**config.mk**
```make
export PLATFORM = sky130hd
export DESIGN_NAME = core_timer_periodic_watchdog
export DESIGN_NICKNAME = d
export VERILOG_FILES = /design/src/core_timer_periodic_watchdog.v
export VERILOG_INCLUDE_DIRS = /design/src
export SDC_FILE = /design/constraint.sdc
export NUM_CORES = 1
export LEC_CHECK = 0
export BUFFER_PORTS_ARGS = -buffer_cell sky130_fd_sc_hd__buf_2
export CAP_MARGIN = 5
export CORE_MARGIN = 1.5
export CORE_UTILIZATION = 30
export CTS_CLUSTER_SIZE = 25
export DETAILED_ROUTE_END_ITERATION = 6
export PLACE_DENSITY_LB_ADDON = 0.05
export SYNTH_ARGS = -nofsm -noshare
export SYNTH_HDL_FRONTEND = slang
export SYNTH_SLANG_ARGS = --single-unit
```
**constraint.sdc**
```tcl
create_clock -name ref_clk_i -period 3.07 [get_ports ref_clk_i]
set_input_delay 0.1535 -clock ref_clk_i [delete_from_list [all_inputs] [get_ports ref_clk_i]]
set_output_delay 0.1535 -clock ref_clk_i [all_outputs]
set_load 0.02 [all_outputs]
```
**src/core_timer_consts.vh**
```
// constants for the core timer, periodic tick and watchdog block
`ifndef CORE_TIMER_CONSTS_VH
`define CORE_TIMER_CONSTS_VH

// register indexes; byte address is four times the index
`define CT_IDX_CTRL 13'h0008
`define CT_IDX_COUNT 13'h0009
`define CT_IDX_SERVICE 13'h1FF0

// control/status field positions
`define CT_BIT_OVF_FLAG 7
`define CT_BIT_TICK_FLAG 6
`define CT_BIT_OVF_IE 5
`define CT_BIT_TICK_IE 4
`define CT_BIT_OVF_ACK 3
`define CT_BIT_TICK_ACK 2
`define CT_BIT_RATE_HI 1
`define CT_BIT_RATE_LO 0
`define CT_BIT_SERVICE 0

// reset value of the rate select field
`define CT_RATE_RESET 2'h3

// core tick source divided by four feeds the chain
`define CT_PRESC_LAST 2'h3

// chain bit whose wrap gives the fastest-select tick (divide 2^14)
`define CT_TICK_BASE 11

// start-up delays in cycles
`define CT_STARTUP_SHORT 12'h0E0
`define CT_STARTUP_LONG 12'hFE0

// watchdog counts eight tick periods
`define CT_WDG_LAST 3'h7

`endif

```
**src/core_timer_periodic_watchdog.v**
```verilog
// core timer: 15-stage chain, overflow flag, periodic tick and watchdog
//
// Design decision made here: the Avalon-MM register port.
`timescale 1ns/1ns
`include "core_timer_consts.vh"

module core_timer_periodic_watchdog #(
   parameter WATCHDOG_EN = 1,
   parameter ADDR_W = 15
) (
   input wire ref_clk_i,
   input wire arst_n_i,
   input wire [ADDR_W-1:0] avs_address_i,
   input wire avs_read_i,
   input wire avs_write_i,
   input wire [31:0] avs_writedata_i,
   input wire [3:0] avs_byteenable_i,
   output reg [31:0] avs_readdata_o,
   output reg avs_waitrequest_o,
   input wire long_startup_i,
   input wire halt_i,
   output reg irq_o,
   output reg device_reset_o,
   output reg watchdog_reset_o,
   output reg wake_hold_o
);

   // sequencing states
   // start: device held in reset while the start-up delay runs
   // run: normal counting, flags and watchdog active
   // halt: oscillator stopped, chain and watchdog frozen
   // wake: stabilisation delay after halt, chain still frozen
   localparam [1:0] S_START = 2'h0;
   localparam [1:0] S_RUN = 2'h1;
   localparam [1:0] S_HALT = 2'h2;
   localparam [1:0] S_WAKE = 2'h3;

   reg [1:0] state_q;
   reg [1:0] state_d;
   reg [11:0] dly_q;
   reg [11:0] dly_d;
   reg [1:0] presc_q;
   reg [14:0] chain_q;
   reg [14:0] chain_d;
   reg [2:0] wdg_q;
   reg [2:0] wdg_d;
   reg ovf_flag_q;
   reg tick_flag_q;
   reg ovf_ie_q;
   reg tick_ie_q;
   reg [1:0] rate_q;
   reg [31:0] rdata_d;

   wire [12:0] word_idx;
   wire counting;
   wire advance;
   wire ovf_evt;
   wire tick_evt;
   wire wdg_timeout;
   wire acc_wr;
   wire acc_rd;
   wire wr_ctrl;
   wire wr_service;
   wire [11:0] dly_last;
   wire [3:0] tick_cand;

   // word index of the byte address; low two bits ignored
   // the register map is word aligned, so a byte access inside a word
   // reaches the same register as a full word access
   assign word_idx = avs_address_i[ADDR_W-1:2];

   // a request completes at the edge where waitrequest is seen low
   // side effects happen only at that edge, so a request that is held
   // across several wait cycles acts exactly once
   assign acc_wr = avs_write_i && !avs_waitrequest_o;
   assign acc_rd = avs_read_i && !avs_waitrequest_o;

   // only the low byte lane carries the eight-bit registers
   assign wr_ctrl = acc_wr && avs_byteenable_i[0] &&
                    (word_idx == `CT_IDX_CTRL);
   assign wr_service = acc_wr && avs_byteenable_i[0] &&
                       (word_idx == `CT_IDX_SERVICE);

   // static delay pick
   // the pick is read live; changing it mid-delay is not supported,
   // it is meant to be tied off at build time
   assign dly_last = long_startup_i ? (`CT_STARTUP_LONG - 12'h001) :
                     (`CT_STARTUP_SHORT - 12'h001);

   // chain runs in reset hold and normal run; halt stops the oscillator
   // counting in the reset hold is harmless, the chain is cleared again
   // at the edge where the hold ends
   assign counting = (state_q == S_START) || (state_q == S_RUN);

   // divide by four
   // one synchronous enable replaces the ripple stages of the original
   // chain, so every stage changes on the same clock edge
   assign advance = counting && (presc_q == `CT_PRESC_LAST);

   // wrap of the low counter
   // flags only count in run, so the hold before release sets nothing
   assign ovf_evt = advance && (chain_q[7:0] == 8'hFF) &&
                    (state_q == S_RUN);

   // tick candidates from the top four stages
   genvar gi;
   generate
      for (gi = 0; gi < 4; gi = gi + 1) begin : g_tick
         // stage wraps once per 2^(14+gi) bus cycles
         assign tick_cand[gi] =
            &chain_q[`CT_TICK_BASE+gi:0];
      end
   endgenerate

   assign tick_evt = advance && tick_cand[rate_q] &&
                     (state_q == S_RUN);

   // eighth tick times out when fitted
   // a service write in the same cycle as the eighth tick does not
   // save the device; software must service with margin
   assign wdg_timeout = (WATCHDOG_EN != 0) && tick_evt &&
                        (wdg_q == `CT_WDG_LAST);

   // sequencing and delay counter
   // one delay counter serves both the start-up hold and the wake hold,
   // since the two never overlap
   always @* begin
      state_d = state_q;
      dly_d = dly_q;
      case (state_q)
         S_START: begin
            // hold device in reset for the start-up delay
            if (dly_q == dly_last) begin
               state_d = S_RUN;
               dly_d = 12'h000;
            end else begin
               dly_d = dly_q + 12'h001;
            end
         end
         S_RUN: begin
            if (wdg_timeout) begin
               state_d = S_START;
               dly_d = 12'h000;
            end else if (halt_i) begin
               state_d = S_HALT;
            end
         end
         S_HALT: begin
            if (!halt_i) begin
               state_d = S_WAKE;
               dly_d = 12'h000;
            end
         end
         S_WAKE: begin
            if (dly_q == dly_last) begin
               state_d = S_RUN;
               dly_d = 12'h000;
            end else begin
               dly_d = dly_q + 12'h001;
            end
         end
         default: begin
            state_d = S_START;
            dly_d = 12'h000;
         end
      endcase
   end

   always @(posedge ref_clk_i or negedge arst_n_i) begin
      if (!arst_n_i) begin
         state_q <= S_START;
         dly_q <= 12'h000;
      end else begin
         state_q <= state_d;
         dly_q <= dly_d;
      end
   end

   // prescaler; frozen with the chain so halt exit resumes cleanly
   // cleared at release so the first count lands four cycles later
   always @(posedge ref_clk_i or negedge arst_n_i) begin
      if (!arst_n_i) begin
         presc_q <= 2'h0;
      end else if (state_q == S_START && state_d == S_RUN) begin
         presc_q <= 2'h0;
      end else if (counting) begin
         presc_q <= presc_q + 2'h1;
      end
   end

   // next chain value
   // clears take priority over the advance, so a restart always
   // begins from zero whatever the prescaler phase
   always @* begin
      chain_d = chain_q;
      // clear again when start-up delay releases
      if (state_q == S_START && state_d == S_RUN) begin
         chain_d = 15'h0000;
      end else if (wdg_timeout) begin
         chain_d = 15'h0000;
      end else if (advance) begin
         chain_d = chain_q + 15'h0001;
      end
   end

   // external reset clears the whole chain
   always @(posedge ref_clk_i or negedge arst_n_i) begin
      if (!arst_n_i) begin
         chain_q <= 15'h0000;
      end else begin
         chain_q <= chain_d;
      end
   end

   // watchdog divide-by-eight stage
   // the service write clears only this stage; the rest of the chain keeps
   // its phase, so the first tick after service may come early
   always @* begin
      wdg_d = wdg_q;
      if (WATCHDOG_EN == 0) begin
         wdg_d = 3'h0;
      end else if (state_q == S_START) begin
         wdg_d = 3'h0;
      // service write clears only this stage
      end else if (wr_service && !avs_writedata_i[`CT_BIT_SERVICE]) begin
         wdg_d = 3'h0;
      end else if (tick_evt) begin
         wdg_d = wdg_q + 3'h1;
      end
   end

   always @(posedge ref_clk_i or negedge arst_n_i) begin
      if (!arst_n_i) begin
         wdg_q <= 3'h0;
      end else begin
         wdg_q <= wdg_d;
      end
   end

   // flags: a new event wins over an acknowledge in the same cycle
   // losing an event would hide a tick from software, while a stale
   // flag only costs one extra interrupt
   always @(posedge ref_clk_i or negedge arst_n_i) begin
      if (!arst_n_i) begin
         ovf_flag_q <= 1'b0;
         tick_flag_q <= 1'b0;
      end else if (wdg_timeout || state_q == S_START) begin
         ovf_flag_q <= 1'b0;
         tick_flag_q <= 1'b0;
      end else begin
         if (ovf_evt) begin
            ovf_flag_q <= 1'b1;
         // outside timeout and reset hold, cleared only by the acknowledge strobe
         end else if (wr_ctrl && avs_writedata_i[`CT_BIT_OVF_ACK]) begin
            ovf_flag_q <= 1'b0;
         end
         if (tick_evt) begin
            tick_flag_q <= 1'b1;
         // outside timeout and reset hold, cleared only by the acknowledge strobe
         end else if (wr_ctrl && avs_writedata_i[`CT_BIT_TICK_ACK]) begin
            tick_flag_q <= 1'b0;
         end
      end
   end

   // software-owned control fields
   // writes during the reset hold are overridden, so software sees
   // reset values until the device leaves reset
   always @(posedge ref_clk_i or negedge arst_n_i) begin
      if (!arst_n_i) begin
         ovf_ie_q <= 1'b0;
         tick_ie_q <= 1'b0;
         rate_q <= `CT_RATE_RESET;
      end else if (wdg_timeout || state_q == S_START) begin
         ovf_ie_q <= 1'b0;
         tick_ie_q <= 1'b0;
         rate_q <= `CT_RATE_RESET;
      end else if (wr_ctrl) begin
         ovf_ie_q <= avs_writedata_i[`CT_BIT_OVF_IE];
         tick_ie_q <= avs_writedata_i[`CT_BIT_TICK_IE];
         // rate select also sets watchdog period
         rate_q <= avs_writedata_i[`CT_BIT_RATE_HI:`CT_BIT_RATE_LO];
      end
   end

   // read mux; unmapped and write-only locations read zero
   // reads have no side effects, so any register may be polled freely
   always @* begin
      rdata_d = 32'h00000000;
      if (word_idx == `CT_IDX_CTRL) begin
         rdata_d[`CT_BIT_OVF_FLAG] = ovf_flag_q;
         rdata_d[`CT_BIT_TICK_FLAG] = tick_flag_q;
         rdata_d[`CT_BIT_OVF_IE] = ovf_ie_q;
         rdata_d[`CT_BIT_TICK_IE] = tick_ie_q;
         // strobe bits stay zero on read
         rdata_d[`CT_BIT_OVF_ACK] = 1'b0;
         rdata_d[`CT_BIT_TICK_ACK] = 1'b0;
         rdata_d[`CT_BIT_RATE_HI:`CT_BIT_RATE_LO] = rate_q;
      end else if (word_idx == `CT_IDX_COUNT) begin
         rdata_d[7:0] = chain_q[7:0];
      end
   end

   // bus slave: waitrequest drops for one cycle a cycle after the request
   // every access costs two cycles; the fixed latency keeps read data
   // registered so the output comes straight from a flip-flop
   always @(posedge ref_clk_i or negedge arst_n_i) begin
      if (!arst_n_i) begin
         avs_waitrequest_o <= 1'b1;
         avs_readdata_o <= 32'h00000000;
      end else if (acc_wr || acc_rd) begin
         avs_waitrequest_o <= 1'b1;
      end else if (avs_read_i || avs_write_i) begin
         avs_waitrequest_o <= 1'b0;
         // data stands while waitrequest is low
         avs_readdata_o <= avs_read_i ? rdata_d : 32'h00000000;
      end
   end

   // registered outputs
   // irq_o and watchdog_reset_o are one cycle behind their sources; the
   // hold outputs are registered from the next state, so they match the state
   always @(posedge ref_clk_i or negedge arst_n_i) begin
      if (!arst_n_i) begin
         irq_o <= 1'b0;
         device_reset_o <= 1'b1;
         watchdog_reset_o <= 1'b0;
         wake_hold_o <= 1'b0;
      end else begin
         // level request, held until flags acknowledged
         // each flag gated by its enable
         irq_o <= (tick_flag_q && tick_ie_q) || (ovf_flag_q && ovf_ie_q);
         // device held in reset until start-up ends
         device_reset_o <= (state_d == S_START);
         // one-cycle pulse marks a watchdog reset
         watchdog_reset_o <= wdg_timeout;
         wake_hold_o <= (state_d == S_WAKE);
      end
   end

endmodule // core_timer_periodic_watchdog

```
After elaboration in Yosys (flattened, before gate mapping)
Index checks and enable logic that the tools add are counted.
Widths: inputs -> output; s select.
- reductions and logical operators: 40
- magnitude comparators: 1
- mux-type cells: 37
- equality and inequality tests: 14
- add/sub/neg operators: 4
- bitwise operators: 1
- operators with widths (cell ; number):
    $mux 12 ; 4
    $mux 15 ; 3
    $pmux 12 s3 ; 1
    $eq 13x4->1 const B ; 2
    $mux 8 ; 3
    $logic_and 1x1->1 ; 17
    $mux 2 ; 8
    $add 15x1->15 const B ; 1
    $reduce_and 15->1 ; 1
    $reduce_and 14->1 ; 1
    $eq 13x13->1 const B ; 1
    $mux 1 ; 13
    $reduce_and 13->1 ; 1
    $add 12x1->12 const B ; 1
    $eq 12x12->1 ; 1
    $reduce_and 12->1 ; 1
    $reduce_bool 3->1 ; 4
    $mux 3 ; 3
    $eq 2x2->1 const B ; 4
    $eq 8x8->1 const B ; 1
    $pmux 2 s3 ; 1
    $reduce_bool 2->1 ; 3
    $logic_or 1x1->1 ; 5
    $eq 2x1->1 const B ; 2
    11 further kinds ; 15
- input bits: 57
- bits in registers: 77

Longest topological paths before layout
- depth in word-level cells: 11
- gate-level depth with buffers: 8

Least setup slack after synthesis
OpenSTA, ideal clock, no wires.
- path kind: reg2reg
- start point: reg state_q[1]
- end point: reg chain_q[14]
- stages on the path, launching flop included: 8
- period minus slack after synthesis: 2.088 ns
- data arrival time: 1.994 ns
- path buffers: 0
- library setup time: 0.094 ns
- slack: 0.982 ns
- required time: 2.976 ns
- path through: dfrtp_1 inv_1 ha_1 o21ai_1 nor4_1 nand4_1 xnor2_1 a211oi_1
- longest elaborated chain between the ends: 11
- elaborated cells on any way between the ends: 20
- those cells by class: 4 x eq/ne; 7 x mux; 9 x reduce/logical
- RTL lines (item ; RTL line ; RTL):
    from (decl) ; core_timer_periodic_watchdog.v:38 ; reg [1:0] state_q;
    from (signal assigned) ; core_timer_periodic_watchdog.v:174 ; state_q <= state_d;
    $eq 2x1->1 or $logic_not 2->1 (tied branches) ; - ;
    $logic_or 1x1->1 ; core_timer_periodic_watchdog.v:93 ; assign counting = (state_q == S_START) || (state_q == S_RUN);
    $logic_and 1x1->1 ; core_timer_periodic_watchdog.v:98 ; assign advance = counting && (presc_q == `CT_PRESC_LAST);
    $logic_and 1x1->1 (2 in series) ; core_timer_periodic_watchdog.v:115 ; assign tick_evt = advance && tick_cand[rate_q] &&
    $logic_and 1x1->1 ; core_timer_periodic_watchdog.v:121 ; assign wdg_timeout = (WATCHDOG_EN != 0) && tick_evt &&
    $mux 2 ; core_timer_periodic_watchdog.v:141 ; if (wdg_timeout) begin
    $pmux 2 s3 ; core_timer_periodic_watchdog.v:130 ; case (state_q)
    $eq 2x1->1 ; core_timer_periodic_watchdog.v:197 ; if (state_q == S_START && state_d == S_RUN) begin
    $logic_and 1x1->1 ; core_timer_periodic_watchdog.v:197 ;
    $reduce_bool 3->1 (no source line) or $mux 15 (tied branches) ; - ;
    to (signal assigned) ; core_timer_periodic_watchdog.v:211 ; chain_q <= chain_d;
    to (decl) ; core_timer_periodic_watchdog.v:43 ; reg [14:0] chain_q;
Several ways; a longest one is shown, not always the timed one.
A chain may end at the register's enable or synchronous reset.

Final worst setup path
- start point: reg state_q[1]
- end point: reg chain_q[9]
Same word-level chain as after synthesis.

==> results.toml <==
[finish]
diodes = 0
fill_cells = 1087
drive_gt1_share_pct = 20.0
final_util_pct = 34.5
layout_commonest_cell = "dfrtp_1"
final_cell_area_um2 = 3540
finalNetCount = 420
areaGrowthSynthToFinish_pct = 11.8
finalNonFillerCells = 491
most-common-layout-cells = "49 x dfrtp_1, 38 x buf_2, 24 x nor2_1, 24 x conb_1, 19 x nand2_1"

[sta]
fmax_mhz = 408
rsz0062_at_grt = "no"
period_needed_ps = 2450
min_period_over_period_pct = 79.9
fin_worst_skew_ps = 4.76
finalSetupTns_ps = 0
whs_ps = 75.8
hold_viol = 0
setup_slack_ps = 616
setup_violations = 0
slew_viol_final = 0
slew_headroom_pct = 37.3
tightest_slew_ps = 941

[power]
leakagePower_nw = 1.63
seq_power_share_pct = 57.7
p_clk_share_pct = 33.3
p_switching_mw = 0.345
p_comb_share_pct = 9.0
p_sw_share_pct = 27.6
p_int_mw = 0.904
powerDensity_nw_per_um2 = 352
ir_worst_vdd_mv = 0.162
power_mw = 1.25

[global_routing]
antenna_found_initial = 0
grt_max_degree = 40
grt_usage_pct = 13.7
grt_pass1_wl_um = 12200
grt_pass1_vias = 2381
grt-ovfl-total = 0

[synthesis]
yosys.area_share.simple_pct = 18.7
synth.distinct_cells = 57
synth-seq-cells = 53
synth_top_family_by_area = "compound AO/OA/AOI/OAI gates"
syn_avg_cell_area_um2 = 10.2
synth-xor-area-share_pct = 4.70
yosys-mux-area-fraction_pct = 3.59
ys.flop_type = "dfrtp_1"
yosys_warnings = 0
syn_area_um2 = 3170
async_reset_ff_share_pct = 100
synth_compound_area_share_pct = 19.4
synth-adder-area-share_pct = 3.55
synth_edf_count = 0
syn_inst = 310
ys_seq_area_share_pct = 42.0

[flow_run]
cap_violations = 0

[clocking]
cts-root-buf = "clkbuf_8"
cts_buffers = 5
clkTransAtPathRegs_ps = 100
clk-insertion-delay-late_ps = 310
cts_tree = "built"
cts.sink_count = 53
htreeDepth = 2
cts-resized-gates = 0
clockBufferDepth = 2

[place]
dp.cells = 482
preCtsSetupSlack_ps = 615
gp_congestion = 0.752
hpwlAfterDp_um = 5400
port_buffers = 38
postPlaceCellArea_um2 = 3440

[floorplanning]
core_um2 = 10300
die_area_um2 = 11200
start_util_pct = 30.8
io_pins = 94
chipWidth_um = 106
num_rows = 37
die-height_um = 106

[critical_path]
startpoint_type = "flip-flop"
cp_max_fo = 10
crit_chain = "inv_1 > ha_1 > nor4_1 > a211oi_2 > nor4_4 > a211oi_1"
cpPeakStageDelay_ps = 640
cp_top_family = "simple AND/OR/NAND/NOR gates"
worst-endpoint-arrival_ps = 2620
setup.worst_path.class = "reg2reg"
cp-end-kind = "flip-flop"
cp.required_ps = 3240
critPathBufInv = 1
slowest_stage = "nor4_4"

[drt]
vias = 2392
drt-total-wl_um = 7260
routedWlPerCell_um = 14.8
drc = 0
firstDrtPassIters = 4
viasPerCell = 4.87
postRouteAntennaNets = 0
drt-initial-drc-count = 69

[hold_path]
worstHoldPathType = "in2reg"

[outcome]
outcome = "complete, no violations"
cell type report:
type | count | area (um^2) | area share, %
Inverter | 13 | 48.8 | 1.38
Clock buffer | 5 | 68.8 | 1.94
Clock inverter | 3 | 21.3 | 0.600
Tap cell | 136 | 170 | 4.80
Sequential cell | 53 | 1330 | 37.6
Multi-Input combinational cell | 238 | 1670 | 47.2
Timing Repair Buffer | 43 | 230 | 6.50
Yosys cell counts, drive strengths merged, types with 2 or more instances:
cell	count	share of area, %
a221o	4	1.3
a21oi	14	2.3
nor4	7	2.3
a22oi	6	1.4
a21boi	2	0.59
xor2	9	2.5
o21ai	8	1.3
nor2	25	3.0
inv	13	1.5
dfrtp	49	39
ha	9	3.6
nand2	19	2.3
and3	3	0.59
a2111oi	3	2.6
or4	3	0.83
dfstp	4	3.3
buf	26	6.0
xnor2	8	2.2
or3	2	0.39
nand3	13	2.1
a22o	10	2.8
nand2b	3	0.59
and2	7	1.4
nor2b	5	0.99
a211oi	13	3.8
o211ai	2	0.63
nor3	3	0.47
mux2i	9	3.2
o2bb2ai	5	1.4
clkbuf	3	0.36
nand4	10	2.2
path summary, 6_finish.rpt:
check / from / cells past startpoint / endpoint / slack (ps)
max: state_q[1] / 6 / chain_q[9] / 620
min: avs_writedata_i[4] / 3 / tick_ie_q / 80
max reg2reg: state_q[1] / 6 / chain_q[9] / 620
max in group asynchronous: arst_n_i / 3 / ovf_flag_q / 1780
min reg2reg: avs_readdata_o[0] / 2 / avs_readdata_o[0] / 500
min in group asynchronous: arst_n_i / 2 / tick_ie_q / 520
registers in the layout, summed over array words and instances (netlist names):
| name | cells |
|---|---|
| chain_q | 15 |
| rate_q | 2 |
| tick_flag_q | 1 |
| ovf_ie_q | 1 |
| tick_ie_q | 1 |
| device_reset_o | 1 |
| state_q | 2 |
| dly_q | 12 |
| irq_o | 1 |
| watchdog_reset_o | 1 |
| avs_waitrequest_o | 1 |
| wake_hold_o | 1 |
| avs_readdata_o | 8 |
| wdg_q | 3 |
| presc_q | 2 |
| ovf_flag_q | 1 |
worst reg2reg max path, stage by stage (launching register included):
cell and delay, ps:
dfrtp_1 410, inv_1 160, ha_1 360, nor4_1 380, a211oi_2 180, nor4_4 640
a211oi_1 180
routing by layer:
metal,part of all wire (%),vias up,GRT usage [%]
met2,43,38,20.8
met4,0.73,0,3.19
met3,2.7,7,2.10
met5,0,-,0
met1,54,1168,20.3
li1,-,1179,-
cell families (layout without fill, tap and decap cells):
logic type	count (synthesis)	after routing
buf+inv	42	64
flops	53	53
xor+xnor	17	17
fa+ha+maj	9	9
simple gates	106	106
mux	10	10
other cells	1	24
compound gates	72	72
repair_timing:
item                      4_1_cts  5_1_grt
hold buffers                    1        0
setup buffers                   0        0
hold endpoints to repair       13        0
power by group through the flow:
stage | Clock, mW | Combinational [mW] | Sequential (mW)
6_report | 0.416 | 0.112 | 0.720
5_1_grt | 0.461 | 0.125 | 0.722
4_1_cts | 0.441 | 0.114 | 0.721
3_5_place_dp | 0 | 0.113 | 0.734
3_3_place_gp | 0 | 0.113 | 0.734
2_1_floorplan | 0 | 0.0760 | 0.742
Note: power is estimated with default switching activity, not from simulation.
